$ cat src/uart_engine_pkg.sv
package uart_engine_pkg;
    // Register indices on the plain register port
    localparam logic [2:0] ADDR_MODE0 = 3'h0;
    localparam logic [2:0] ADDR_FORMAT = 3'h1;
    localparam logic [2:0] ADDR_BAUD_LOW = 3'h2;
    localparam logic [2:0] ADDR_BAUD_HIGH = 3'h3;
    localparam logic [2:0] ADDR_CONTROL = 3'h4;
    localparam logic [2:0] ADDR_BUFFER = 3'h5;
    localparam logic [2:0] ADDR_STATUS = 3'h6;
    // mode_config_zero fields
    localparam int MODE0_DIR_BIT = 0;
    localparam int MODE0_CLKSEL_LO = 1;
    localparam int MODE0_RSEL_BIT = 4;
    localparam int MODE0_RSS_BIT = 5;
    // frame_format_config fields
    localparam int FMT_LEN_LO = 0;
    localparam int FMT_PAR_EN_BIT = 2;
    localparam int FMT_PAR_ODD_BIT = 3;
    localparam int FMT_STOP2_BIT = 4;
    localparam int FMT_MSB_BIT = 5;
    localparam int FMT_NEG_BIT = 6;
    // channel_control_reg / channel_status_reg fields
    localparam int CTRL_RUN_BIT = 0;
    localparam int STAT_FER_BIT = 0;
    localparam int STAT_OER_BIT = 1;
    localparam int STAT_PER_BIT = 2;
    localparam int STAT_FUL_BIT = 3;
    localparam logic [7:0] RESET_BYTE = 8'h00;
    localparam int BAUD_COUNT_WIDTH = 12;
    localparam int DATA_LEN_MIN = 5;
endpackage

$ cat src/uart_baud_gen.sv
`timescale 1ns/100ps
// Divides the source clock enable by count+1; restart realigns phase.
module uart_baud_gen #(
    parameter int COUNT_WIDTH = uart_engine_pkg::BAUD_COUNT_WIDTH
) (
    input wire logic ref_clk,
    input wire logic reset,
    input wire logic src_tick,
    input wire logic restart,
    input wire logic [COUNT_WIDTH-1:0] count_value,
    input wire logic [COUNT_WIDTH-1:0] rise_point,
    output logic fall_tick,
    output logic rise_tick
);
    logic [COUNT_WIDTH-1:0] cnt_ff;

    always_ff @(posedge ref_clk or posedge reset) begin
        if (reset) begin
            cnt_ff <= '0;
        end else if (restart) begin
            cnt_ff <= '0;
        end else if (src_tick) begin
            cnt_ff <= (cnt_ff >= count_value) ? '0 : cnt_ff + 1'b1;
        end
    end

    assign fall_tick = src_tick && !restart && (cnt_ff >= count_value);
    assign rise_tick = src_tick && !restart && (cnt_ff == rise_point);
endmodule // uart_baud_gen

$ cat src/uart_parity_calc.sv
`timescale 1ns/100ps
// Parity over the low len+5 bits of a byte.
module uart_parity_calc (
    input wire logic [7:0] data,
    input wire logic [1:0] len_code,
    input wire logic odd_sense,
    output logic parity
);
    logic [7:0] mask;

    always_comb begin
        mask = 8'hff >> (2'd3 - len_code);
        parity = (^(data & mask)) ^ odd_sense;
    end
endmodule // uart_parity_calc

$ cat src/uart_tx_rx_engine.sv
// Implementation choices: the placing of the registers and the strobed register port.
`timescale 1ns/100ps
// Functional notes
// - Transmit starts with direction zero, run set
// - Run bit starts baud clock and transmitter
// - Start, data, parity, stop on falling edges
// - Interrupt when each start bit goes out
// - Buffer write sets full; sent next frame
// - No new byte: finish, clear run, interrupt
// - Receive needs pin select, direction one, run
// - Start detection realigns the transfer clock
// - Rising edges shift in data and parity
// - Received word moved to buffer at the stop-bit rise
// - Same stop-bit rise: interrupt, stop and parity checks
// - Errors set parity, overrun, framing flags
// - Rising edge near centre of each bit
// - Reception runs until software clears run
// - Start sampled on source clock, one-tick lag
// - Sample shift bit moves point one tick
// - Any status write clears all flags; a received word completing in the same cycle loads the error flags instead
// - Length 5-8, parity, stops, order, polarity
// - Baud divides source by count plus one
// - Overrun when unread byte gets replaced
module uart_tx_rx_engine #(
    parameter int COUNT_WIDTH = uart_engine_pkg::BAUD_COUNT_WIDTH
) (
    input wire logic ref_clk,
    input wire logic reset,
    input wire logic [2:0] reg_addr,
    input wire logic [7:0] reg_wdata,
    input wire logic reg_write,
    input wire logic reg_read,
    output logic [7:0] reg_rdata,
    input wire logic [3:0] source_ticks,
    input wire logic serial_in_pin_a,
    input wire logic serial_in_pin_b,
    output logic serial_out_pin,
    output logic channel_irq
);
    typedef enum {ST_IDLE, ST_START, ST_DATA, ST_PARITY, ST_STOP} frame_state_t;

    logic [7:0] mode_config_zero_ff;
    logic [7:0] frame_format_config_ff;
    logic [7:0] baud_count_low_ff;
    logic [3:0] baud_count_high_ff;
    logic run_bit_ff;
    logic [7:0] shared_data_buffer_ff;
    logic buffer_full_flag_ff;
    logic parity_error_flag_ff;
    logic overrun_error_flag_ff;
    logic framing_error_flag_ff;
    logic rx_unread_ff;
    logic [7:0] reg_rdata_ff;
    logic [1:0] sync_a_ff;
    logic [1:0] sync_b_ff;
    logic [3:0] tick_meta_ff;
    logic [3:0] tick_sync_ff;
    logic [3:0] tick_prev_ff;
    frame_state_t state_ff;
    logic [2:0] bit_cnt_ff;
    logic stop_cnt_ff;
    logic [7:0] shift_ff;
    logic rx_parity_ff;
    logic serial_out_ff;
    logic irq_ff;
    logic rx_done_ff;
    logic run_prev_ff;

    logic transmit_mode;
    logic [1:0] len_code;
    logic [2:0] last_bit;
    logic src_tick;
    logic [1:0] clk_sel;
    logic fall_tick;
    logic rise_tick;
    logic restart;
    logic rx_level;
    logic start_seen;
    logic [COUNT_WIDTH-1:0] count_value;
    logic [COUNT_WIDTH-1:0] rise_point;
    logic tx_parity;
    logic rx_calc_parity;
    logic [7:0] rx_word;
    logic tx_bit;
    logic buf_load;
    logic stat_clear;

    assign transmit_mode = !mode_config_zero_ff[uart_engine_pkg::MODE0_DIR_BIT];
    assign len_code = frame_format_config_ff[uart_engine_pkg::FMT_LEN_LO +: 2];
    assign last_bit = 3'(uart_engine_pkg::DATA_LEN_MIN - 1) + 3'(len_code);
    assign count_value = COUNT_WIDTH'({baud_count_high_ff, baud_count_low_ff});
    assign clk_sel = mode_config_zero_ff[uart_engine_pkg::MODE0_CLKSEL_LO +: 2];
    // Half period, moved one source tick later by the shift bit
    assign rise_point = (count_value >> 1)
        + COUNT_WIDTH'(mode_config_zero_ff[uart_engine_pkg::MODE0_RSS_BIT]);
    assign stat_clear = reg_write && reg_addr == uart_engine_pkg::ADDR_STATUS;

    // Source clock enables arrive asynchronously; two stages, then edge detect
    always_ff @(posedge ref_clk or posedge reset) begin
        if (reset) begin
            tick_meta_ff <= '0;
            tick_sync_ff <= '0;
            tick_prev_ff <= '0;
        end else begin
            tick_meta_ff <= source_ticks;
            tick_sync_ff <= tick_meta_ff;
            tick_prev_ff <= tick_sync_ff;
        end
    end
    assign src_tick = tick_sync_ff[clk_sel] && !tick_prev_ff[clk_sel];

    always_ff @(posedge ref_clk or posedge reset) begin
        if (reset) begin
            sync_a_ff <= 2'h3;
            sync_b_ff <= 2'h3;
        end else begin
            sync_a_ff <= {sync_a_ff[0], serial_in_pin_a};
            sync_b_ff <= {sync_b_ff[0], serial_in_pin_b};
        end
    end

    // Pin choice and polarity
    assign rx_level = (mode_config_zero_ff[uart_engine_pkg::MODE0_RSEL_BIT] ? sync_b_ff[1]
        : sync_a_ff[1]) ^ frame_format_config_ff[uart_engine_pkg::FMT_NEG_BIT];
    // Low level seen only on a source tick
    assign start_seen = !transmit_mode && state_ff == ST_IDLE && run_bit_ff
        && src_tick && !rx_level;
    assign restart = start_seen || (run_bit_ff && !run_prev_ff && transmit_mode);

    uart_baud_gen #(.COUNT_WIDTH(COUNT_WIDTH)) baud_gen_i (
        .ref_clk(ref_clk),
        .reset(reset),
        .src_tick(src_tick),
        .restart(restart),
        .count_value(count_value),
        .rise_point(rise_point),
        .fall_tick(fall_tick),
        .rise_tick(rise_tick)
    );

    uart_parity_calc tx_par_i (
        .data(shared_data_buffer_ff),
        .len_code(len_code),
        .odd_sense(frame_format_config_ff[uart_engine_pkg::FMT_PAR_ODD_BIT]),
        .parity(tx_parity)
    );

    // Align received word to bit 0 for any length and order
    always_comb begin
        rx_word = frame_format_config_ff[uart_engine_pkg::FMT_MSB_BIT] ? shift_ff
            : shift_ff >> (2'd3 - len_code);
    end

    uart_parity_calc rx_par_i (
        .data(rx_word),
        .len_code(len_code),
        .odd_sense(frame_format_config_ff[uart_engine_pkg::FMT_PAR_ODD_BIT]),
        .parity(rx_calc_parity)
    );

    // Outgoing data bit by order
    always_comb begin
        tx_bit = frame_format_config_ff[uart_engine_pkg::FMT_MSB_BIT]
            ? shift_ff[3'(last_bit - bit_cnt_ff)] : shift_ff[bit_cnt_ff];
    end

    // Transmit buffer is taken into the shifter at each start bit
    assign buf_load = transmit_mode && fall_tick && run_bit_ff
        && (state_ff == ST_IDLE
        || (state_ff == ST_STOP && stop_cnt_ff && buffer_full_flag_ff));

    always_ff @(posedge ref_clk or posedge reset) begin
        if (reset) begin
            state_ff <= ST_IDLE;
            bit_cnt_ff <= '0;
            stop_cnt_ff <= 1'b0;
            shift_ff <= uart_engine_pkg::RESET_BYTE;
            rx_parity_ff <= 1'b0;
            serial_out_ff <= 1'b1;
            rx_done_ff <= 1'b0;
        end else if (!run_bit_ff) begin
            state_ff <= ST_IDLE;
            serial_out_ff <= 1'b1;
            rx_done_ff <= 1'b0;
        end else if (transmit_mode) begin
            rx_done_ff <= 1'b0;
            if (fall_tick) begin
                unique case (state_ff)
                    ST_IDLE: begin
                        shift_ff <= shared_data_buffer_ff;
                        rx_parity_ff <= tx_parity;
                        bit_cnt_ff <= '0;
                        serial_out_ff <= 1'b0;
                        state_ff <= ST_START;
                    end
                    ST_START: begin
                        serial_out_ff <= tx_bit;
                        bit_cnt_ff <= 3'h1;
                        state_ff <= ST_DATA;
                    end
                    ST_DATA: begin
                        // Count wraps to zero after the eighth bit
                        if (bit_cnt_ff == 3'(last_bit + 3'h1)) begin
                            serial_out_ff <= frame_format_config_ff[uart_engine_pkg::FMT_PAR_EN_BIT]
                                ? rx_parity_ff : 1'b1;
                            stop_cnt_ff <= !frame_format_config_ff[uart_engine_pkg::FMT_STOP2_BIT];
                            state_ff <= frame_format_config_ff[uart_engine_pkg::FMT_PAR_EN_BIT]
                                ? ST_PARITY : ST_STOP;
                        end else begin
                            serial_out_ff <= tx_bit;
                            bit_cnt_ff <= bit_cnt_ff + 3'h1;
                        end
                    end
                    ST_PARITY: begin
                        serial_out_ff <= 1'b1;
                        state_ff <= ST_STOP;
                    end
                    ST_STOP: begin
                        if (!stop_cnt_ff) begin
                            stop_cnt_ff <= 1'b1;
                        end else if (buffer_full_flag_ff) begin
                            shift_ff <= shared_data_buffer_ff;
                            bit_cnt_ff <= '0;
                            rx_parity_ff <= tx_parity;
                            serial_out_ff <= 1'b0;
                            state_ff <= ST_START;
                        end else begin
                            state_ff <= ST_IDLE;
                        end
                    end
                endcase
            end
        end else begin
            // Receive: shift on rise, word complete on the stop-bit rise
            serial_out_ff <= 1'b1;
            rx_done_ff <= 1'b0;
            if (start_seen) begin
                state_ff <= ST_START;
                bit_cnt_ff <= '0;
                shift_ff <= uart_engine_pkg::RESET_BYTE;
            end else if (rise_tick) begin
                unique case (state_ff)
                    ST_IDLE: begin
                    end
                    ST_START: begin
                        state_ff <= rx_level ? ST_IDLE : ST_DATA;
                    end
                    ST_DATA: begin
                        shift_ff <= frame_format_config_ff[uart_engine_pkg::FMT_MSB_BIT]
                            ? {shift_ff[6:0], rx_level} : {rx_level, shift_ff[7:1]};
                        bit_cnt_ff <= bit_cnt_ff + 3'h1;
                        if (bit_cnt_ff == last_bit) begin
                            state_ff <= frame_format_config_ff[uart_engine_pkg::FMT_PAR_EN_BIT]
                                ? ST_PARITY : ST_STOP;
                        end
                    end
                    ST_PARITY: begin
                        rx_parity_ff <= rx_level;
                        state_ff <= ST_STOP;
                    end
                    ST_STOP: begin
                        rx_done_ff <= 1'b1;
                        state_ff <= ST_IDLE;
                    end
                endcase
            end
        end
    end

    assign serial_out_pin = transmit_mode ? serial_out_ff
        ^ frame_format_config_ff[uart_engine_pkg::FMT_NEG_BIT] : 1'b1;

    // Start-bit and end-of-transmit interrupts; receive at stop check
    always_ff @(posedge ref_clk or posedge reset) begin
        if (reset) begin
            irq_ff <= 1'b0;
        end else begin
            irq_ff <= buf_load
                || (transmit_mode && run_bit_ff && fall_tick && state_ff == ST_STOP
                && stop_cnt_ff && !buffer_full_flag_ff)
                || (!transmit_mode && rx_done_ff);
        end
    end
    assign channel_irq = irq_ff;

    // Run bit: software sets/clears; transmitter clears at end
    always_ff @(posedge ref_clk or posedge reset) begin
        if (reset) begin
            run_bit_ff <= 1'b0;
            run_prev_ff <= 1'b0;
        end else begin
            run_prev_ff <= run_bit_ff;
            if (reg_write && reg_addr == uart_engine_pkg::ADDR_CONTROL) begin
                run_bit_ff <= reg_wdata[uart_engine_pkg::CTRL_RUN_BIT];
            end else if (transmit_mode && run_bit_ff && fall_tick && state_ff == ST_STOP
                && stop_cnt_ff && !buffer_full_flag_ff) begin
                run_bit_ff <= 1'b0;
            end
        end
    end

    always_ff @(posedge ref_clk or posedge reset) begin
        if (reset) begin
            mode_config_zero_ff <= uart_engine_pkg::RESET_BYTE;
            frame_format_config_ff <= uart_engine_pkg::RESET_BYTE;
            baud_count_low_ff <= uart_engine_pkg::RESET_BYTE;
            baud_count_high_ff <= '0;
        end else if (reg_write) begin
            unique case (reg_addr)
                uart_engine_pkg::ADDR_MODE0: mode_config_zero_ff <= reg_wdata;
                uart_engine_pkg::ADDR_FORMAT: frame_format_config_ff <= reg_wdata;
                uart_engine_pkg::ADDR_BAUD_LOW: baud_count_low_ff <= reg_wdata;
                uart_engine_pkg::ADDR_BAUD_HIGH: baud_count_high_ff <= reg_wdata[3:0];
                default: begin
                end
            endcase
        end
    end

    // Received word lands the cycle after the stop-bit rise
    always_ff @(posedge ref_clk or posedge reset) begin
        if (reset) begin
            shared_data_buffer_ff <= uart_engine_pkg::RESET_BYTE;
            rx_unread_ff <= 1'b0;
        end else begin
            if (reg_write && reg_addr == uart_engine_pkg::ADDR_BUFFER) begin
                shared_data_buffer_ff <= reg_wdata;
            end else if (rx_done_ff && !transmit_mode) begin
                shared_data_buffer_ff <= rx_word;
            end
            if (rx_done_ff && !transmit_mode) begin
                rx_unread_ff <= 1'b1;
            end else if (reg_read && reg_addr == uart_engine_pkg::ADDR_BUFFER) begin
                rx_unread_ff <= 1'b0;
            end
        end
    end

    // Status flags: hardware set beats software clear
    always_ff @(posedge ref_clk or posedge reset) begin
        if (reset) begin
            buffer_full_flag_ff <= 1'b0;
            parity_error_flag_ff <= 1'b0;
            overrun_error_flag_ff <= 1'b0;
            framing_error_flag_ff <= 1'b0;
        end else begin
            if (transmit_mode && reg_write && reg_addr == uart_engine_pkg::ADDR_BUFFER) begin
                buffer_full_flag_ff <= 1'b1;
            end else if (buf_load || stat_clear || !transmit_mode) begin
                buffer_full_flag_ff <= 1'b0;
            end
            if (rx_done_ff && !transmit_mode) begin
                parity_error_flag_ff <= frame_format_config_ff[uart_engine_pkg::FMT_PAR_EN_BIT]
                    && (rx_parity_ff != rx_calc_parity);
                framing_error_flag_ff <= !rx_level;
                overrun_error_flag_ff <= overrun_error_flag_ff || rx_unread_ff;
            end else if (stat_clear || transmit_mode) begin
                parity_error_flag_ff <= 1'b0;
                framing_error_flag_ff <= 1'b0;
                overrun_error_flag_ff <= 1'b0;
            end
        end
    end

    always_ff @(posedge ref_clk or posedge reset) begin
        if (reset) begin
            reg_rdata_ff <= uart_engine_pkg::RESET_BYTE;
        end else begin
            unique case (reg_addr)
                uart_engine_pkg::ADDR_MODE0: reg_rdata_ff <= mode_config_zero_ff;
                uart_engine_pkg::ADDR_FORMAT: reg_rdata_ff <= frame_format_config_ff;
                uart_engine_pkg::ADDR_BAUD_LOW: reg_rdata_ff <= baud_count_low_ff;
                uart_engine_pkg::ADDR_BAUD_HIGH: reg_rdata_ff <= {4'h0, baud_count_high_ff};
                uart_engine_pkg::ADDR_CONTROL: reg_rdata_ff <= {7'h00, run_bit_ff};
                uart_engine_pkg::ADDR_BUFFER: reg_rdata_ff <= shared_data_buffer_ff;
                uart_engine_pkg::ADDR_STATUS: reg_rdata_ff <= {4'h0, buffer_full_flag_ff,
                    parity_error_flag_ff, overrun_error_flag_ff, framing_error_flag_ff};
                default: reg_rdata_ff <= 8'h00;
            endcase
        end
    end
    assign reg_rdata = reg_rdata_ff;
endmodule // uart_tx_rx_engine

$ cat config.mk
export PLATFORM = sky130hd
export DESIGN_NAME = uart_tx_rx_engine
export DESIGN_NICKNAME = d
export VERILOG_FILES = /design/src/uart_engine_pkg.sv /design/src/uart_baud_gen.sv /design/src/uart_parity_calc.sv /design/src/uart_tx_rx_engine.sv
export SDC_FILE = /design/constraint.sdc
export NUM_CORES = 1
export LEC_CHECK = 0
export BUFFER_PORTS_ARGS = -buffer_cell sky130_fd_sc_hd__buf_2
export CELL_PAD_IN_SITES_DETAIL_PLACEMENT = 0
export CELL_PAD_IN_SITES_GLOBAL_PLACEMENT = 1
export CORE_MARGIN = 2
export CORE_UTILIZATION = 30
export CTS_BUF_LIST = sky130_fd_sc_hd__clkbuf_8
export DETAILED_ROUTE_END_ITERATION = 7
export PLACE_DENSITY = 0.55
export SLEW_MARGIN = 40
export SYNTH_ARGS = -nofsm -noshare
export SYNTH_HDL_FRONTEND = slang
export SYNTH_HIERARCHICAL = 1
export SYNTH_SLANG_ARGS = --single-unit
$ cat constraint.sdc
create_clock -name ref_clk -period 11 [get_ports ref_clk]
set_input_delay 0.55 -clock ref_clk [delete_from_list [all_inputs] [get_ports ref_clk]]
set_output_delay 0.55 -clock ref_clk [all_outputs]
set_load 0.02 [all_outputs]
==> impl_metrics.py, run 1 <==
metrics = {
    "finish": {
        "multi_input_area_mm2": 0.00343,
        "syn_to_final_growth_pct": 9.21,
        "fin_nets": 684,
        "fillers": 2146,
        "insertedDiodeCount": 0,
        "drive_gt1_share_pct": 17.4,
        "final-seq-area_mm2": 0.00246,
    },
    "grt": {
        "grt_start_max_net_pins": 65,
        "grtUsageTotal_pct": 17.1,
        "grt-ovfl-total": 0,
        "first_global_vias": 5007,
        "antenna_found_initial": 0,
        "grt_pass1_wl_um": 29000,
    },
    "synth": {
        "avgSynthCellArea_um2": 9.72,
        "yosysWarnings": 6,
        "ys_seq_area_share_pct": 40.0,
        "async_flop_share_pct": 100,
        "synth_edf_count": 0,
        "synthCells": 633,
        "syn_nets": 674,
        "yosys_most_used_dff": "dfrtp_1",
        "synth.distinct_cells": 74,
        "synth-seq-cells": 98,
        "syn-cell-area_mm2": 0.00615,
    },
    "sta": {
        "setup_violations": 0,
        "grt_setup_unrepaired": "false",
        "max_freq_mhz": 212,
        "period_needed_ps": 4720,
        "fin_crit_sh_pct": 42.9,
        "finalSetupTns_ps": 0,
        "hold_violations": 0,
        "relSlewSlack_pct": 47.1,
        "worst_pin_slew_ps": 790,
        "slew_violations": 0,
        "clock_skew_ps": 14.5,
        "fin_ws_ps": 6280,
    },
    "flow_run": {
        "maxCapViolCount": 0,
    },
    "power": {
        "pwr-share-seq_pct": 41.9,
        "swShare_pct": 41.9,
        "power.switching_mw": 0.577,
        "power_density_mw_per_mm2": 205,
        "intPower_mw": 0.799,
        "power_frac_clock_pct": 17.7,
        "total_power_mw": 1.38,
        "worst_ir_drop_vdd_v": 0.0000942,
        "p_leak_nw": 2.82,
        "p_comb_share_pct": 40.3,
    },
    "cts": {
        "cts_tree": "built",
        "cts_max_level": 3,
        "clk_latency_ps": 390,
        "post-cts-setup-buffers": 0,
        "hold_buffers": 0,
        "cts.reportedPaths.clkPinSlew_ps": 110,
        "cts_buffers": 9,
        "cts.path.max_buffers": 2,
        "clock-root-buffer": "clkbuf_8",
        "numClockSinks": 98,
        "cts_resized": 0,
    },
    "critical_path": {
        "crit_type": "reg -> reg",
        "crit_required_ps": 11270,
        "arrival_ps": 4990,
        "path_cells": "nor2b_1 > mux4_2 > and3_1 > o21bai_2 > nand2b_1 > nor2_1 > inv_1 > a2111oi_0 > o21ai_0 > nor2_2 > mux2_2",
        "worstSetupStartpointType": "register",
        "max_stage_delay_ps": 660,
        "cp-end-kind": "register",
        "critPathMaxFanout": 18,
        "cpMaxStageDelayCell": "a2111oi_0",
    },
    "drt": {
        "vias": 4828,
        "viasPerCell": 5.26,
        "dr.pass1.iters": 5,
        "drtIter0Drc": 431,
        "avgRoutedWirePerCell_um": 19.3,
        "ant_nets": 0,
        "drc": 0,
        "wl_um": 17700,
    },
    "outcome": {
        "status": "completed",
    },
    "place": {
        "io_buffers": 30,
        "hpwlAfterDp_um": 12900,
        "place_ws_ps": 6370,
        "gp_congestion": 0.871,
    },
    "floorplan": {
        "coreArea_mm2": 0.0202,
        "die_area_mm2": 0.0217,
        "start_util_pct": 30.5,
        "die_h_um": 147,
        "boundaryPins": 31,
        "num_rows": 52,
        "die_w_um": 147,
    },
    "min_path": {
        "hold_class": "in -> async",
    },
}
==> final timing paths <==
path                                 start                     end  slack (ps)  cells past startpoint
min in group ref_clk       serial_in_pin_b            sync_b_ff[0]         240                      1
max in group asynchronous            reset  mode_config_zero_ff[0]        9930                      3
min                                  reset            reg_rdata[0]         140                      2
max                        tick_sync_ff[3]             shift_ff[2]        6280                     11
min reg2reg                tick_meta_ff[3]         tick_sync_ff[3]         360                      0
max reg2reg                tick_sync_ff[3]             shift_ff[2]        6280                     11
==> routing by layer <==
metal | part of all wire [%] | vias up | global-route usage (%)
li1 | - | 2316 | -
met1 | 49 | 2388 | 24.8
met2 | 46 | 105 | 26.8
met3 | 2.9 | 19 | 2.55
met4 | 1.7 | 0 | 4.33
met5 | 0 | - | 0
==> worst max-delay path, delay by kind of cell (launching register included) <==
family / cells / cell delay (ps)
AOI/OAI and AO/OA: 3 / 1350
DFF: 1 / 390
and+or+nand+nor: 5 / 1750
muxes: 2 / 1020
buffers and inverters: 1 / 80
==> power by group through the flow <==
stage	logic, mW	clock network [mW]	registers [mW]
2_1_floorplan	0.460	0	0.510
3_3_place_gp	0.550	0	0.578
3_5_place_dp	0.553	0	0.582
4_1_cts	0.558	0.255	0.575
5_1_grt	0.616	0.267	0.593
6_report	0.555	0.244	0.577
==> flip-flops by register name, summed over array words and instances (netlist names), 4 cells and up <==
name	count
baud_count_high_ff	4
baud_count_low_ff	8
baud_gen_i/cnt_ff	12
frame_format_config_ff	8
mode_config_zero_ff	8
reg_rdata	8
shared_data_buffer_ff	8
shift_ff	8
tick_meta_ff	4
tick_prev_ff	4
tick_sync_ff	4
==> synth_stat cells, types with 6 or more instances <==
cell type	instances	area (µm²)
dfrtp_1	93	2330
nand2_1	73	274
mux2_2	34	383
o21ai_0	34	170
inv_1	29	109
a21oi_1	28	140
xnor2_1	28	245
nand3_1	25	125
clkbuf_1	24	90.1
nor2_1	22	82.6
mux2i_1	20	200
nor2b_1	20	125
ha_1	19	238
nand2b_1	14	87.6
nand4_1	12	75.1
xor2_1	10	87.6
a22oi_1	8	60.1
and3_1	7	43.8
mux4_2	7	158
nor3_1	6	30.0
o211ai_1	6	45.0
o22ai_1	6	37.5
o311ai_0	6	52.6
==> through the flow <==
step	util, %	area [µm²]	cells	hold WS (ps)
after floorplan	-	6150	633	331
after global placement	32.2	6490	902	336
after detailed placement	32.2	6500	902	337
after CTS	33.3	6710	918	143
after global routing	33.3	6720	918	171
final	33.3	6720	918	143
==> logic make-up (layout without fill, tap and decap cells) <==
kind of cell    after synthesis  count (layout)  share of synthesized area, %
flops                        98              98                          40.0
xor+xnor                     40              40                          6.14
mux                          61              61                          12.0
buf+inv                      62              77                          4.48
fa+ha+maj                    20              20                          4.19
simple gates                215             215                          18.4
compound gates              137             137                          14.8
==> area by class of cell <==
cell class                 instances  area share (%)
clock inverter                     7            1.21
clock buffer                       9            1.84
tap                              270            5.03
multi-input combinational        473            51.1
sequential                        98            36.6
inverter                          29            1.64
timing repair buffer              32            2.51
==> cells in the final DEF (no fill, tap or decap), types with 7 or more instances in the layout <==
cell      netlist  final
dfrtp_1        93     91
nand2_1        73     73
o21ai_0        34     34
mux2_2         34     34
buf_2           3     30
inv_1          29     28
a21oi_1        28     28
xnor2_1        28     28
nand3_1        25     25
nor2_1         22     21
mux2i_1        20     20
nor2b_1        20     19
ha_1           19     19
nand2b_1       14     14
nand4_1        12     12
xor2_1         10     10
clkbuf_8        2      9
a22oi_1         8      8
mux4_2          7      7
and3_1          7      7
Note: power is estimated with default switching activity, not from simulation.
==> inputs of run 2 (changes only) <==
--- a/config.mk
+++ b/config.mk
@@ -12,7 +12,7 @@
 export CORE_UTILIZATION = 30
 export CTS_BUF_LIST = sky130_fd_sc_hd__clkbuf_8
 export DETAILED_ROUTE_END_ITERATION = 7
-export PLACE_DENSITY = 0.55
+export PLACE_DENSITY = 0.57
 export SLEW_MARGIN = 40
 export SYNTH_ARGS = -nofsm -noshare
 export SYNTH_HDL_FRONTEND = slang
==> constraint.sdc (replaced) <==
create_clock -name ref_clk -period 4.3 [get_ports ref_clk]
set_input_delay 0.215 -clock ref_clk [delete_from_list [all_inputs] [get_ports ref_clk]]
set_output_delay 0.215 -clock ref_clk [all_outputs]
set_load 0.02 [all_outputs]
==> impl_metrics.py, run 2 (synthesized netlist as in run 1, its figures left out) <==
metrics = {
    "drt": {
        "vias": 4973,
        "drtIter0Drc": 422,
        "viasPerCell": 5.31,
        "avgRoutedWirePerCell_um": 18.8,
        "dr.pass1.iters": 5,
        "wl_um": 17600,
        "ant_nets": 0,
        "drc": 0,
    },
    "power": {
        "power.switching_mw": 1.45,
        "swShare_pct": 41.3,
        "power_density_mw_per_mm2": 513,
        "p_comb_share_pct": 41.7,
        "p_leak_nw": 2.90,
        "power_frac_clock_pct": 17.6,
        "intPower_mw": 2.07,
        "pwr-share-seq_pct": 40.8,
        "worst_ir_drop_vdd_v": 0.000165,
    },
    "grt": {
        "antenna_found_initial": 0,
        "grt-ovfl-total": 0,
        "grtUsageTotal_pct": 16.8,
        "grt_start_max_net_pins": 54,
        "grt_pass1_wl_um": 28400,
        "first_global_vias": 4973,
    },
    "finish": {
        "largest_reg_flops": 12,
        "syn_to_final_growth_pct": 11.6,
        "insertedDiodeCount": 0,
        "post-route-util_pct": 34.0,
        "final_area_mm2": 0.00687,
        "final_common_cell": "dfrtp_1",
        "finalNonFillerCells": 937,
        "largest_register": "baud_gen_i/cnt_ff",
        "final_cell_mix": "92 x dfrtp_1, 73 x nand2_1, 34 x o21ai_0, 34 x mux2_2, 30 x buf_2",
        "drive_gt1_share_pct": 18.3,
        "fillers": 2122,
        "fin_nets": 703,
    },
    "sta": {
        "max_freq_mhz": 265,
        "fin_worst_hold_slack_ps": 97.1,
        "hold_violations": 0,
        "clock_skew_ps": 15.0,
        "finalSetupTns_ps": 0,
        "slew_violations": 0,
        "setup_violations": 0,
        "relSlewSlack_pct": 51.8,
        "period_needed_ps": 3770,
        "grt_setup_unrepaired": "false",
        "worst_pin_slew_ps": 723,
        "fin_crit_sh_pct": 87.7,
    },
    "critical_path": {
        "cpMaxStageDelayCell": "nor4_1",
        "cp_num_buf_inv": 1,
        "crit_type": "reg -> reg",
        "max_stage_delay_ps": 590,
        "cpMostUsedCell": "and3_1",
        "critPathMaxFanout": 8,
        "cp-end-kind": "register",
        "path_cells": "and3_1 > and3_1 > and3_1 > and3_1 > xor2_1 > nor4_1 > nand4_1 > nor4_1 > inv_1 > o21ai_1 > a31oi_1 > nor2_2 > mux2_2",
        "crit_required_ps": 4580,
        "critPathTopFamily": "simple AND/OR/NAND/NOR gates",
        "worstSetupStartpointType": "register",
        "arrival_ps": 4060,
    },
    "min_path": {
        "hold_class": "in -> reg",
    },
    "cts": {
        "clk_latency_ps": 400,
        "cts_resized": 0,
        "post-cts-setup-buffers": 0,
        "cts_buffers": 9,
        "clock-root-buffer": "clkbuf_8",
        "cts.reportedPaths.clkPinSlew_ps": 110,
        "cts_max_level": 3,
        "cts_tree": "built",
        "numClockSinks": 98,
        "cts.path.max_buffers": 2,
    },
    "outcome": {
        "status": "completed",
    },
    "floorplan": {
        "num_rows": 52,
        "boundaryPins": 31,
        "start_util_pct": 30.5,
        "die_h_um": 147,
        "die_area_mm2": 0.0217,
        "die_w_um": 147,
        "coreArea_mm2": 0.0202,
    },
    "place": {
        "dpl_cell_area_mm2": 0.00658,
        "place_inst": 914,
        "hpwlAfterDp_um": 12800,
        "gp_congestion": 0.865,
        "io_buffers": 30,
    },
    "flow_run": {
        "maxCapViolCount": 0,
    },
}
run 2: metal layers:
layer	up-vias	part of all wire, %	GRT usage (%)
met1	2475	49	24.0
met4	0	1.9	5.10
met2	124	46	25.9
li1	2348	-	-
met3	26	3.7	3.26
met5	-	0	0
run 2: area by class of cell:
type	instances	area, µm²	area share, %
clock buffers	9	124	1.80
clock inverters	7	78.8	1.15
inverters	29	114	1.66
multi-input cells	473	3430	49.9
flip-flops and latches	98	2460	35.8
well taps	270	338	4.92
repair buffers	51	325	4.74
run 2: final timing paths:
path,startpoint,end,slack (ps),cells after the start
setup / recovery,baud_count_low_ff[5],shift_ff[2],530,13
hold reg to reg,tick_meta_ff[1],tick_sync_ff[1],360,0
max in group asynchronous,reset,sync_b_ff[0],3000,4
setup reg to reg,baud_count_low_ff[5],shift_ff[2],530,13
hold / removal,reg_wdata[6],shared_data_buffer_ff[6],100,3
min in group asynchronous,reset,reg_rdata[0],390,3
run 2: power groups by stage:
stage | clock network, mW | logic, mW | registers [mW]
3_5_place_dp | 0 | 1.45 | 1.45
2_1_floorplan | 0 | 1.18 | 1.31
6_report | 0.619 | 1.47 | 1.44
4_1_cts | 0.647 | 1.47 | 1.43
5_1_grt | 0.680 | 1.63 | 1.48
3_3_place_gp | 0 | 1.45 | 1.45
run 2: per-stage QoR:
| stage | worst slack [ps] | power [mW] |
|---|---|---|
| 2_1_floorplan | 782 | 2.48 |
| 3_3_place_gp | 678 | 2.89 |
| 5_1_grt | 206 | 3.79 |
| 3_5_place_dp | 575 | 2.91 |
| 4_1_cts | 548 | 3.56 |
| 6_report | 528 | 3.52 |
run 2: tightest hold or removal path, delay by kind of cell:
family | cells | cell delay, ps
AOI/OAI and AO/OA | 1 | 60
buffers and inverters | 1 | 120
and+or+nand+nor | 1 | 50
run 2: timing repair:
action,CTS,global route
endpoints found under the hold margin,69,0
endpoints found under the setup margin,0,0
hold buffers,7,0
